File: src/shared/serial_port_params.svh
// constants of the serial receive port: register offsets, field positions,
// write masks and bit-timing counts; assumes a 3-bit register address
`ifndef SERIAL_PORT_PARAMS_SVH
`define SERIAL_PORT_PARAMS_SVH

// ----------------------------------------
// register offsets
// ----------------------------------------
`define OFS_TX_CTRL    3'h0
`define OFS_RX_CTRL    3'h1
`define OFS_RX_DATA    3'h2
`define OFS_BAUD_CTRL  3'h3
`define OFS_DIV_HIGH   3'h4
`define OFS_DIV_LOW    3'h5
`define OFS_IRQ_CTRL   3'h6

// ----------------------------------------
// field positions
// ----------------------------------------
`define TC_CLK_SRC     7
`define TC_NINE_TX     6
`define TC_TX_EN       5
`define TC_SYNC        4
`define TC_BREAK       3
`define TC_HIGH_SPEED  2
`define TC_SHIFT_EMPTY 1
`define RC_PORT_EN     7
`define RC_NINE_RX     6
`define RC_SINGLE_EN   5
`define RC_CONT_EN     4
`define RC_ADDR_EN     3
`define RC_FRAME_ERR   2
`define RC_OVERRUN     1
`define RC_NINTH       0
`define BC_IDLE        6
`define BC_POLARITY    5
`define BC_WIDE        3
`define IC_RX_IE       0
`define IC_RX_FLAG     1

// ----------------------------------------
// masks, reset values and counts
// ----------------------------------------
`define TC_WMASK       8'hfd
`define RC_WMASK       8'hf8
`define BC_WMASK       8'h28
`define BC_RMASK       8'h68
`define BYTE_RESET     8'h00
`define TPB_SLOW       7'h40
`define TPB_MID        7'h10
`define TPB_FAST       7'h04
`define LAST_BIT_8     4'h7
`define LAST_BIT_9     4'h8
`define BREAK_LAST     4'hb
`define FIFO_DEPTH     2'h2

`endif

File: src/shared/serial_port_pkg.sv
// types of the serial receive port
// assumes serial_port_params.svh for the constants the logic uses
package serial_port_pkg;

    typedef enum logic [1:0] {
        RX_IDLE  = 2'b00,
        RX_START = 2'b01,
        RX_DATA  = 2'b10,
        RX_STOP  = 2'b11
    } rx_state_type;

    typedef struct packed {
        logic       frame_err;
        logic       ninth;
        logic [7:0] data;
    } rx_entry_type;

    typedef struct packed {
        rx_entry_type [1:0] mem;
        logic               wptr;
        logic               rptr;
        logic [1:0]         count;
        rx_entry_type       head;
    } fifo_state_type;

    typedef struct packed {
        logic [7:0]   tx_ctrl;
        logic [7:0]   rx_ctrl;
        logic [7:0]   baud_ctrl;
        logic [7:0]   div_hi;
        logic [7:0]   div_lo;
        logic         rie;
        logic         overrun;
        logic         line_prev;
        logic [2:0]   hist;
        logic [15:0]  timer;
        logic [6:0]   tick_cnt;
        logic [3:0]   bit_cnt;
        rx_state_type rx_state;
        logic [8:0]   shift;
        logic         brk_active;
        logic [6:0]   brk_ticks;
        logic [3:0]   brk_bits;
        logic [7:0]   rdata;
    } port_state_type;

endpackage

File: src/shared/rx_fifo_if.sv
// link between the receiver and its character store
// assumes serial_port_pkg is compiled first
`timescale 1ns/10ps
interface rx_fifo_if;
    import serial_port_pkg::*;
    logic         push;
    rx_entry_type push_entry;
    logic         pop;
    logic         flush;
    rx_entry_type head;
    logic         empty;
    logic         full;
    modport owner (output push, push_entry, pop, flush, input head, empty, full);
    modport store (input push, push_entry, pop, flush, output head, empty, full);
endinterface

File: src/verilog/rx_char_fifo.sv
// two-character receive store with registered head entry
// assumes pushes, pops and flush come from the port logic on ref_clk
`timescale 1ns/10ps
`include "serial_port_params.svh"
module rx_char_fifo (
    input  wire logic ref_clk, // system clock
    input  wire logic rst,     // synchronous reset
    input  wire logic ce,      // clock enable
    rx_fifo_if.store  f        // store side of the link
);
    import serial_port_pkg::*;

    fifo_state_type s_q;
    fifo_state_type s_d;
    logic           do_push;
    logic           do_pop;

    always_comb begin
        s_d     = s_q;
        do_push = f.push && (s_q.count != `FIFO_DEPTH);
        do_pop  = f.pop && (s_q.count != 2'h0);
        if (do_push) begin
            s_d.mem[s_q.wptr] = f.push_entry;
            s_d.wptr          = ~s_q.wptr;
        end
        if (do_pop) begin
            s_d.rptr = ~s_q.rptr;
        end
        s_d.count = s_q.count + {1'b0, do_push} - {1'b0, do_pop};
        if (f.flush) begin
            s_d.wptr  = 1'b0;
            s_d.rptr  = 1'b0;
            s_d.count = 2'h0;
        end
        // head follows the new pointer so a status read right after a pop is current
        s_d.head = s_d.mem[s_d.rptr];
    end

    always_ff @(posedge ref_clk) begin
        if (rst) begin
            s_q <= '0;
        end else if (ce) begin
            s_q <= s_d;
        end
    end

    assign f.head  = s_q.head;
    assign f.empty = (s_q.count == 2'h0);
    assign f.full  = (s_q.count == `FIFO_DEPTH);
endmodule

File: src/verilog/serial_rx_port.sv
// asynchronous serial receive port with its control, status and baud registers
// assumes register strobes and the receive pin are synchronous to ref_clk
//
// The address map and the strobed register port were left to the implementer.
`timescale 1ns/10ps
`include "serial_port_params.svh"
module serial_rx_port (
    input  wire logic       ref_clk,         // system clock, 250 MHz
    input  wire logic       rst,             // synchronous reset, active high
    input  wire logic       ce,              // clock enable, freezes all state
    input  wire logic [2:0] addr,            // register address
    input  wire logic [7:0] wdata,           // write data
    input  wire logic       wr_stb,          // write strobe
    input  wire logic       rd_stb,          // read strobe
    output wire logic [7:0] rdata,           // read data, cycle after strobe
    input  wire logic       receive_pin,     // serial data in
    output wire logic       transmit_pin,    // serial data out, idle high
    output wire logic       transmit_pin_oe, // transmit pin drive enable
    output wire logic       receive_flag,    // unread character waiting
    output wire logic       rx_irq           // receive interrupt request
);
    import serial_port_pkg::*;

    port_state_type s_q;
    port_state_type s_d;
    rx_fifo_if      fifo_link ();

    logic        port_on;
    logic        sync_mode;
    logic        rx_on;
    logic        nine;
    logic        addr_mode;
    logic        line;
    logic        maj;
    logic        baud_tick;
    logic        div_write;
    logic        decide;
    logic        char_done;
    logic        keep;
    logic        brk_go;
    logic [15:0] divisor;
    logic [6:0]  tpb;
    logic [6:0]  decide_pt;
    logic [6:0]  last_tick;
    logic [3:0]  last_bit;
    logic [7:0]  rd_val;
    rx_entry_type entry;

    rx_char_fifo store (
        .ref_clk (ref_clk),
        .rst     (rst),
        .ce      (ce),
        .f       (fifo_link.store)
    );

    // ----------------------------------------
    // mode decode and baud timing
    // ----------------------------------------
    always_comb begin
        port_on   = s_q.rx_ctrl[`RC_PORT_EN];
        sync_mode = s_q.tx_ctrl[`TC_SYNC];
        // overrun holds the receiver idle until it is cleared
        rx_on     = port_on && s_q.rx_ctrl[`RC_CONT_EN] && !sync_mode
                    && !s_q.overrun;
        nine      = s_q.rx_ctrl[`RC_NINE_RX];
        addr_mode = nine && s_q.rx_ctrl[`RC_ADDR_EN];
        line      = receive_pin ^ s_q.baud_ctrl[`BC_POLARITY];
        divisor   = s_q.baud_ctrl[`BC_WIDE] ? {s_q.div_hi, s_q.div_lo}
                                            : {`BYTE_RESET, s_q.div_lo};
        // timer ticks per bit: 64, 16 or 4 timer periods per bit
        if (sync_mode) begin
            tpb = `TPB_FAST;
        end else if (s_q.baud_ctrl[`BC_WIDE]) begin
            tpb = s_q.tx_ctrl[`TC_HIGH_SPEED] ? `TPB_FAST : `TPB_MID;
        end else begin
            tpb = s_q.tx_ctrl[`TC_HIGH_SPEED] ? `TPB_MID : `TPB_SLOW;
        end
        decide_pt = (tpb >> 1) + 7'h01;
        last_tick = tpb - 7'h01;
        last_bit  = nine ? `LAST_BIT_9 : `LAST_BIT_8;
        baud_tick = port_on && (s_q.timer == divisor);
        div_write = wr_stb && ((addr == `OFS_DIV_HIGH) || (addr == `OFS_DIV_LOW));
        decide    = baud_tick && (s_q.tick_cnt == decide_pt);
        // ninth bit and transmit format are stored for the transmit path
        brk_go    = port_on && s_q.tx_ctrl[`TC_TX_EN] && !sync_mode
                    && s_q.tx_ctrl[`TC_BREAK];
    end

    // ----------------------------------------
    // next state
    // ----------------------------------------
    always_comb begin
        s_d                  = s_q;
        fifo_link.push       = 1'b0;
        fifo_link.pop        = 1'b0;
        fifo_link.flush      = 1'b0;
        char_done            = 1'b0;
        keep                 = 1'b0;
        rd_val               = `BYTE_RESET;
        entry.data           = nine ? s_q.shift[7:0] : s_q.shift[8:1];
        entry.ninth          = nine && s_q.shift[8];
        entry.frame_err      = 1'b0;
        s_d.rdata            = `BYTE_RESET;
        s_d.line_prev        = line;

        // new divider restarts the timer so the new rate applies at once
        if (!port_on || div_write || baud_tick) begin
            s_d.timer = '0;
        end else begin
            s_d.timer = s_q.timer + 16'h0001;
        end

        // samples at each tick; three around bit centre vote
        if (baud_tick) begin
            s_d.hist     = {s_q.hist[1:0], line};
            s_d.tick_cnt = (s_q.tick_cnt == last_tick) ? 7'h00 : s_q.tick_cnt + 7'h01;
        end
        maj = (s_d.hist[0] & s_d.hist[1]) | (s_d.hist[0] & s_d.hist[2])
              | (s_d.hist[1] & s_d.hist[2]);
        entry.frame_err = !maj;

        case (s_q.rx_state)
            RX_IDLE: begin
                if (s_q.line_prev && !line) begin
                    s_d.rx_state = RX_START;
                    s_d.tick_cnt = 7'h00;
                end
            end
            RX_START: begin
                // a glitch that is gone at mid-bit aborts without error
                if (decide) begin
                    s_d.bit_cnt  = 4'h0;
                    s_d.rx_state = maj ? RX_IDLE : RX_DATA;
                end
            end
            RX_DATA: begin
                if (decide) begin
                    s_d.shift   = {maj, s_q.shift[8:1]};
                    s_d.bit_cnt = s_q.bit_cnt + 4'h1;
                    if (s_q.bit_cnt == last_bit) begin
                        s_d.rx_state = RX_STOP;
                    end
                end
            end
            RX_STOP: begin
                if (decide) begin
                    keep         = !(addr_mode && !entry.ninth);
                    char_done    = rx_on && keep;
                    s_d.rx_state = RX_IDLE;
                end
            end
            default: begin
                s_d.rx_state = RX_IDLE;
            end
        endcase
        if (!rx_on) begin
            s_d.rx_state = RX_IDLE;
        end

        if (char_done) begin
            if (fifo_link.full) begin
                s_d.overrun = 1'b1;
            end else begin
                fifo_link.push = 1'b1;
            end
        end
        if (!s_q.rx_ctrl[`RC_CONT_EN]) begin
            s_d.overrun = 1'b0;
        end

        // break: low line for twelve bit times, then the request bit drops
        if (s_q.brk_active) begin
            if (baud_tick) begin
                if (s_q.brk_ticks == last_tick) begin
                    s_d.brk_ticks = 7'h00;
                    s_d.brk_bits  = s_q.brk_bits + 4'h1;
                    if (s_q.brk_bits == `BREAK_LAST) begin
                        s_d.brk_active         = 1'b0;
                        s_d.tx_ctrl[`TC_BREAK] = 1'b0;
                    end
                end else begin
                    s_d.brk_ticks = s_q.brk_ticks + 7'h01;
                end
            end
        end else if (brk_go) begin
            s_d.brk_active = 1'b1;
            s_d.brk_ticks  = 7'h00;
            s_d.brk_bits   = 4'h0;
        end

        // port disable holds the datapath in reset, registers keep values
        if (!port_on) begin
            fifo_link.flush = 1'b1;
            s_d.rx_state    = RX_IDLE;
            s_d.overrun     = 1'b0;
            s_d.brk_active  = 1'b0;
        end

        // writes come last so software wins over a same-cycle hardware clear
        if (wr_stb) begin
            if (addr == `OFS_TX_CTRL) begin
                s_d.tx_ctrl = wdata & `TC_WMASK;
            end else if (addr == `OFS_RX_CTRL) begin
                s_d.rx_ctrl = wdata & `RC_WMASK;
            end else if (addr == `OFS_BAUD_CTRL) begin
                s_d.baud_ctrl = wdata & `BC_WMASK;
            end else if (addr == `OFS_DIV_HIGH) begin
                s_d.div_hi = wdata;
            end else if (addr == `OFS_DIV_LOW) begin
                s_d.div_lo = wdata;
            end else if (addr == `OFS_IRQ_CTRL) begin
                s_d.rie = wdata[`IC_RX_IE];
            end
        end

        if (rd_stb) begin
            if (addr == `OFS_TX_CTRL) begin
                rd_val                  = s_q.tx_ctrl;
                rd_val[`TC_SHIFT_EMPTY] = !s_q.brk_active;
            end else if (addr == `OFS_RX_CTRL) begin
                rd_val                = s_q.rx_ctrl;
                rd_val[`RC_FRAME_ERR] = !fifo_link.empty && fifo_link.head.frame_err;
                rd_val[`RC_OVERRUN]   = s_q.overrun;
                rd_val[`RC_NINTH]     = !fifo_link.empty && fifo_link.head.ninth;
            end else if (addr == `OFS_RX_DATA) begin
                rd_val        = fifo_link.head.data;
                fifo_link.pop = 1'b1;
            end else if (addr == `OFS_BAUD_CTRL) begin
                rd_val           = s_q.baud_ctrl;
                rd_val[`BC_IDLE] = (s_q.rx_state == RX_IDLE);
            end else if (addr == `OFS_DIV_HIGH) begin
                rd_val = s_q.div_hi;
            end else if (addr == `OFS_DIV_LOW) begin
                rd_val = s_q.div_lo;
            end else if (addr == `OFS_IRQ_CTRL) begin
                rd_val[`IC_RX_IE]   = s_q.rie;
                rd_val[`IC_RX_FLAG] = receive_flag;
            end
            s_d.rdata = rd_val;
        end
    end

    assign fifo_link.push_entry = entry;

    always_ff @(posedge ref_clk) begin
        if (rst) begin
            s_q <= '0;
        end else if (ce) begin
            s_q <= s_d;
        end
    end

    // ----------------------------------------
    // outputs
    // ----------------------------------------
    assign rdata           = s_q.rdata;
    assign transmit_pin    = !s_q.brk_active;
    assign transmit_pin_oe = port_on;
    assign receive_flag    = port_on && !fifo_link.empty;
    assign rx_irq          = receive_flag && s_q.rie;
endmodule

File: config.mk
export PLATFORM = sky130hd
export DESIGN_NAME = serial_rx_port
export DESIGN_NICKNAME = d
export VERILOG_FILES = /design/src/shared/serial_port_pkg.sv /design/src/shared/rx_fifo_if.sv /design/src/verilog/rx_char_fifo.sv /design/src/verilog/serial_rx_port.sv
export VERILOG_INCLUDE_DIRS = /design/src /design/src/shared
export SDC_FILE = /design/constraint.sdc
export NUM_CORES = 1
export LEC_CHECK = 0
export BUFFER_PORTS_ARGS = -buffer_cell sky130_fd_sc_hd__buf_2
export CORE_MARGIN = 8
export CORE_UTILIZATION = 54
export DETAILED_ROUTE_END_ITERATION = 7
export PLACE_DENSITY = 0.7
export SLEW_MARGIN = 20
export SYNTH_ARGS = -nofsm -noshare
export SYNTH_HDL_FRONTEND = slang
export SYNTH_SLANG_ARGS = --single-unit
File: constraint.sdc
create_clock -name ref_clk -period 8.37 [get_ports ref_clk]
set_clock_uncertainty 0.2 [all_clocks]
set_input_delay 1.674 -clock ref_clk [delete_from_list [all_inputs] [get_ports ref_clk]]
set_output_delay 1.674 -clock ref_clk [all_outputs]
set_load 0.02 [all_outputs]
==> flow_summary.toml <==
[run_status]
status = "complete, no violations"

[synth]
syn_avg_cell_area_um2 = 8.073
synth_top_area_cell = "dfxtp_1"
synth-adder-area-share_pct = 1.817
syn_area_um2 = 6887
synth_flop_cell = "dfxtp_1"
postSynthCellCount = 853
ys_seq_elements = 128
yosysMostFrequentCell = "dfxtp_1"
yosys.cell_types.count = 68
synth_xor_area_share_pct = 6.050
synth_mux_area_share_pct = 9.666
synth_top_family_by_area = "simple AND/OR/NAND/NOR gates"
ys_seq_area_share_pct = 37.21
synth-compound-area-share_pct = 17.01
ys_warn_count = 0
synth_edf_count = 0
ys_top_cells_by_count = "dfxtp_1 (128), nand2_1 (98), nor2_1 (98)"
yosys.area_share.simple_pct = 23.27
ys_top_cells_by_area = "dfxtp_1 (37%), mux2i_1 (7.7%), nand2_1 (5.3%)"
async_reset_ff_share_pct = 0
synth.top_cell.area_share_pct = 37.21
synthesis.nets = 880

[critical_path]
r2r_start = "transmit_pin_oe"
crit_start = "addr[0]"
critPathKind = "in2reg"
cp-end-kind = "flop"
arrival_ns = 4.08
cp_max_fo = 19
cp.required_ns = 8.48
crit_path_start_kind = "input port"

[layout]
drive_gt1_share_pct = 9.884
fill_cells = 1128
final_util_pct = 61.18
final_net_count = 874
area_delta_synth_final_pct = 11.19

[clocking]
cts_tree = "built"
cts_sinks = 128
cts_setup_buffers = 0
clk_latency_ns = 0.42
path_clk_slew_ns = 0.06
cts_buffers = 17
hold_buffers = 0
clockRootBuffer = "clkbuf_16"
htreeDepth = 4
cts_buffer_depth = 2
ctsResizeCount = 0

[global_routing]
grt_pass1_wl_mm = 30.16
grt_pass1_vias = 5822
gr-usage-all-layers_pct = 23.07
grt_start_max_net_pins = 53
antenna_found_initial = 1
grt_overflow = 0

[timing]
tightest_slew_ns = 0.9858
finalSetupViolations = 0
fmax_mhz = 252.0
slew_headroom_pct = 34.28
rsz0062_at_grt = "no"
min_period_ns = 3.968
min_period_over_period_pct = 47.41
tns_ns = 0
layout_setup_ws_ns = 4.402
slew_violations = 0
hold_viol = 0

[placed_design]
dp_hpwl_mm = 13.31
portBuffers = 28
gp_congestion = 0.9605
place_ws_ns = 3.978

[detailed_routing]
vias_per_cell = 5.990
postRouteAntennaNets = 0
vias = 6188
first_pass_iters = 7
drc_errors = 0
wl_mm = 18.81
drtIter0Drc = 529
wl_per_cell_um = 18.21

[power]
p_per_area_nw_per_um2 = 189.3
power_leakage_nw = 2.688
irDropWorstVdd_mv = 0.2095

[floorplan]
initial_utilization_pct = 55.02
core_um2 = 12520
fp.dieW_um = 128.9
die_area_um2 = 16620
rows = 41
io_pins = 29
fp.dieH_um = 128.9

[job]
cap_violations = 0

[hold_path]
hp-start = "store.s_q[24]"
hp-class = "reg2reg"
-- through the flow --
stage	hold WS, ns	instance area [um^2]	std cells	total power, W
after global placement	0.2366	7029	1000	0.0006938
after floorplan	0.2277	6887	853	0.0006744
after CTS	0.2482	7646	1032	0.001458
after detailed placement	0.2401	7029	1000	0.0006945
final	0.2500	7657	1033	0.001450
after global routing	0.2691	7657	1033	0.001493
-- layout by cell type, fill, tap and decap left out, drive strengths merged, types with 12 or more instances in the layout --
| cell | netlist | routed |
|---|---|---|
| clkbuf | 41 | 22 |
| o21ai | 37 | 37 |
| nor2b | 13 | 13 |
| nand2 | 98 | 98 |
| xor2 | 19 | 19 |
| a21oi | 71 | 71 |
| buf | 16 | 32 |
| inv | 24 | 24 |
| nor2 | 98 | 98 |
| nand3 | 25 | 25 |
| nor3 | 26 | 26 |
| dfxtp | 128 | 128 |
| mux2 | 12 | 12 |
| mux2i | 53 | 53 |
| nand2b | 14 | 14 |
| xnor2 | 26 | 26 |
| nand4 | 21 | 21 |
-- worst max-delay path: stages --
cell and delay [ns]:
buf_2 0.24, nand2b_1 0.28, nor4b_1 0.46, xor2_1 0.30, nor2b_1 0.72, o31ai_1 0.12, o41ai_1 0.27
-- routing by layer --
metal	global-route usage (%)	vias to the layer above	part of all wire (%)
met3	5.875	27	6.0
met2	37.90	214	47
li1	-	3000	-
met4	8.431	0	1.7
met5	0	-	0
met1	28.57	2947	45
-- report_power, final --
group | switching [W] | internal (W) | total, W | leakage (nW)
Clock | 0.000269 | 0.000497 | 0.000767 | 0.298
Combinational | 0.0000462 | 0.0000194 | 0.0000656 | 1.36
Sequential | 0.00000426 | 0.000613 | 0.000617 | 1.03
Total | 0.000320 | 0.00113 | 0.00145 | 2.69
-- layout make-up --
| type | instances | area [um^2] | share of cell area [%] |
|---|---|---|---|
| antenna | 1 | 2.502 | 0.03268 |
| clock buffer | 22 | 484.2 | 6.324 |
| clock inverter | 10 | 132.6 | 1.732 |
| inverter | 25 | 93.84 | 1.225 |
| multi-input combinational | 643 | 3996 | 52.19 |
| sequential | 128 | 2562 | 33.46 |
| tap | 172 | 215.2 | 2.810 |
| timing repair buffer | 32 | 170.2 | 2.222 |
-- state kept, by name, summed over array words and instances (netlist names) --
name,count
store.f.head,10
rdata,8
nine,1
s_q,84
transmit_pin_oe,1
store.s_q,24
-- worst paths after layout --
path / to / cells after the start / slack (ns)
setup / recovery: store.f.head[8] / 7 / 4.40
hold / removal: store.s_q[24] / 2 / 0.25
setup reg to reg: store.f.head[0] / 7 / 4.49
hold reg to reg: store.s_q[24] / 2 / 0.25
-- cells by family (layout without fill, tap and decap cells) --
kind of cell	count (synthesis)	in the layout
simple gates	337	337
buf+inv	82	89
compound gates	185	185
fa+ha+maj	10	10
mux	65	65
flops	128	128
xor+xnor	46	46
other cells	0	1
Power figures use the tool's default switching activity.
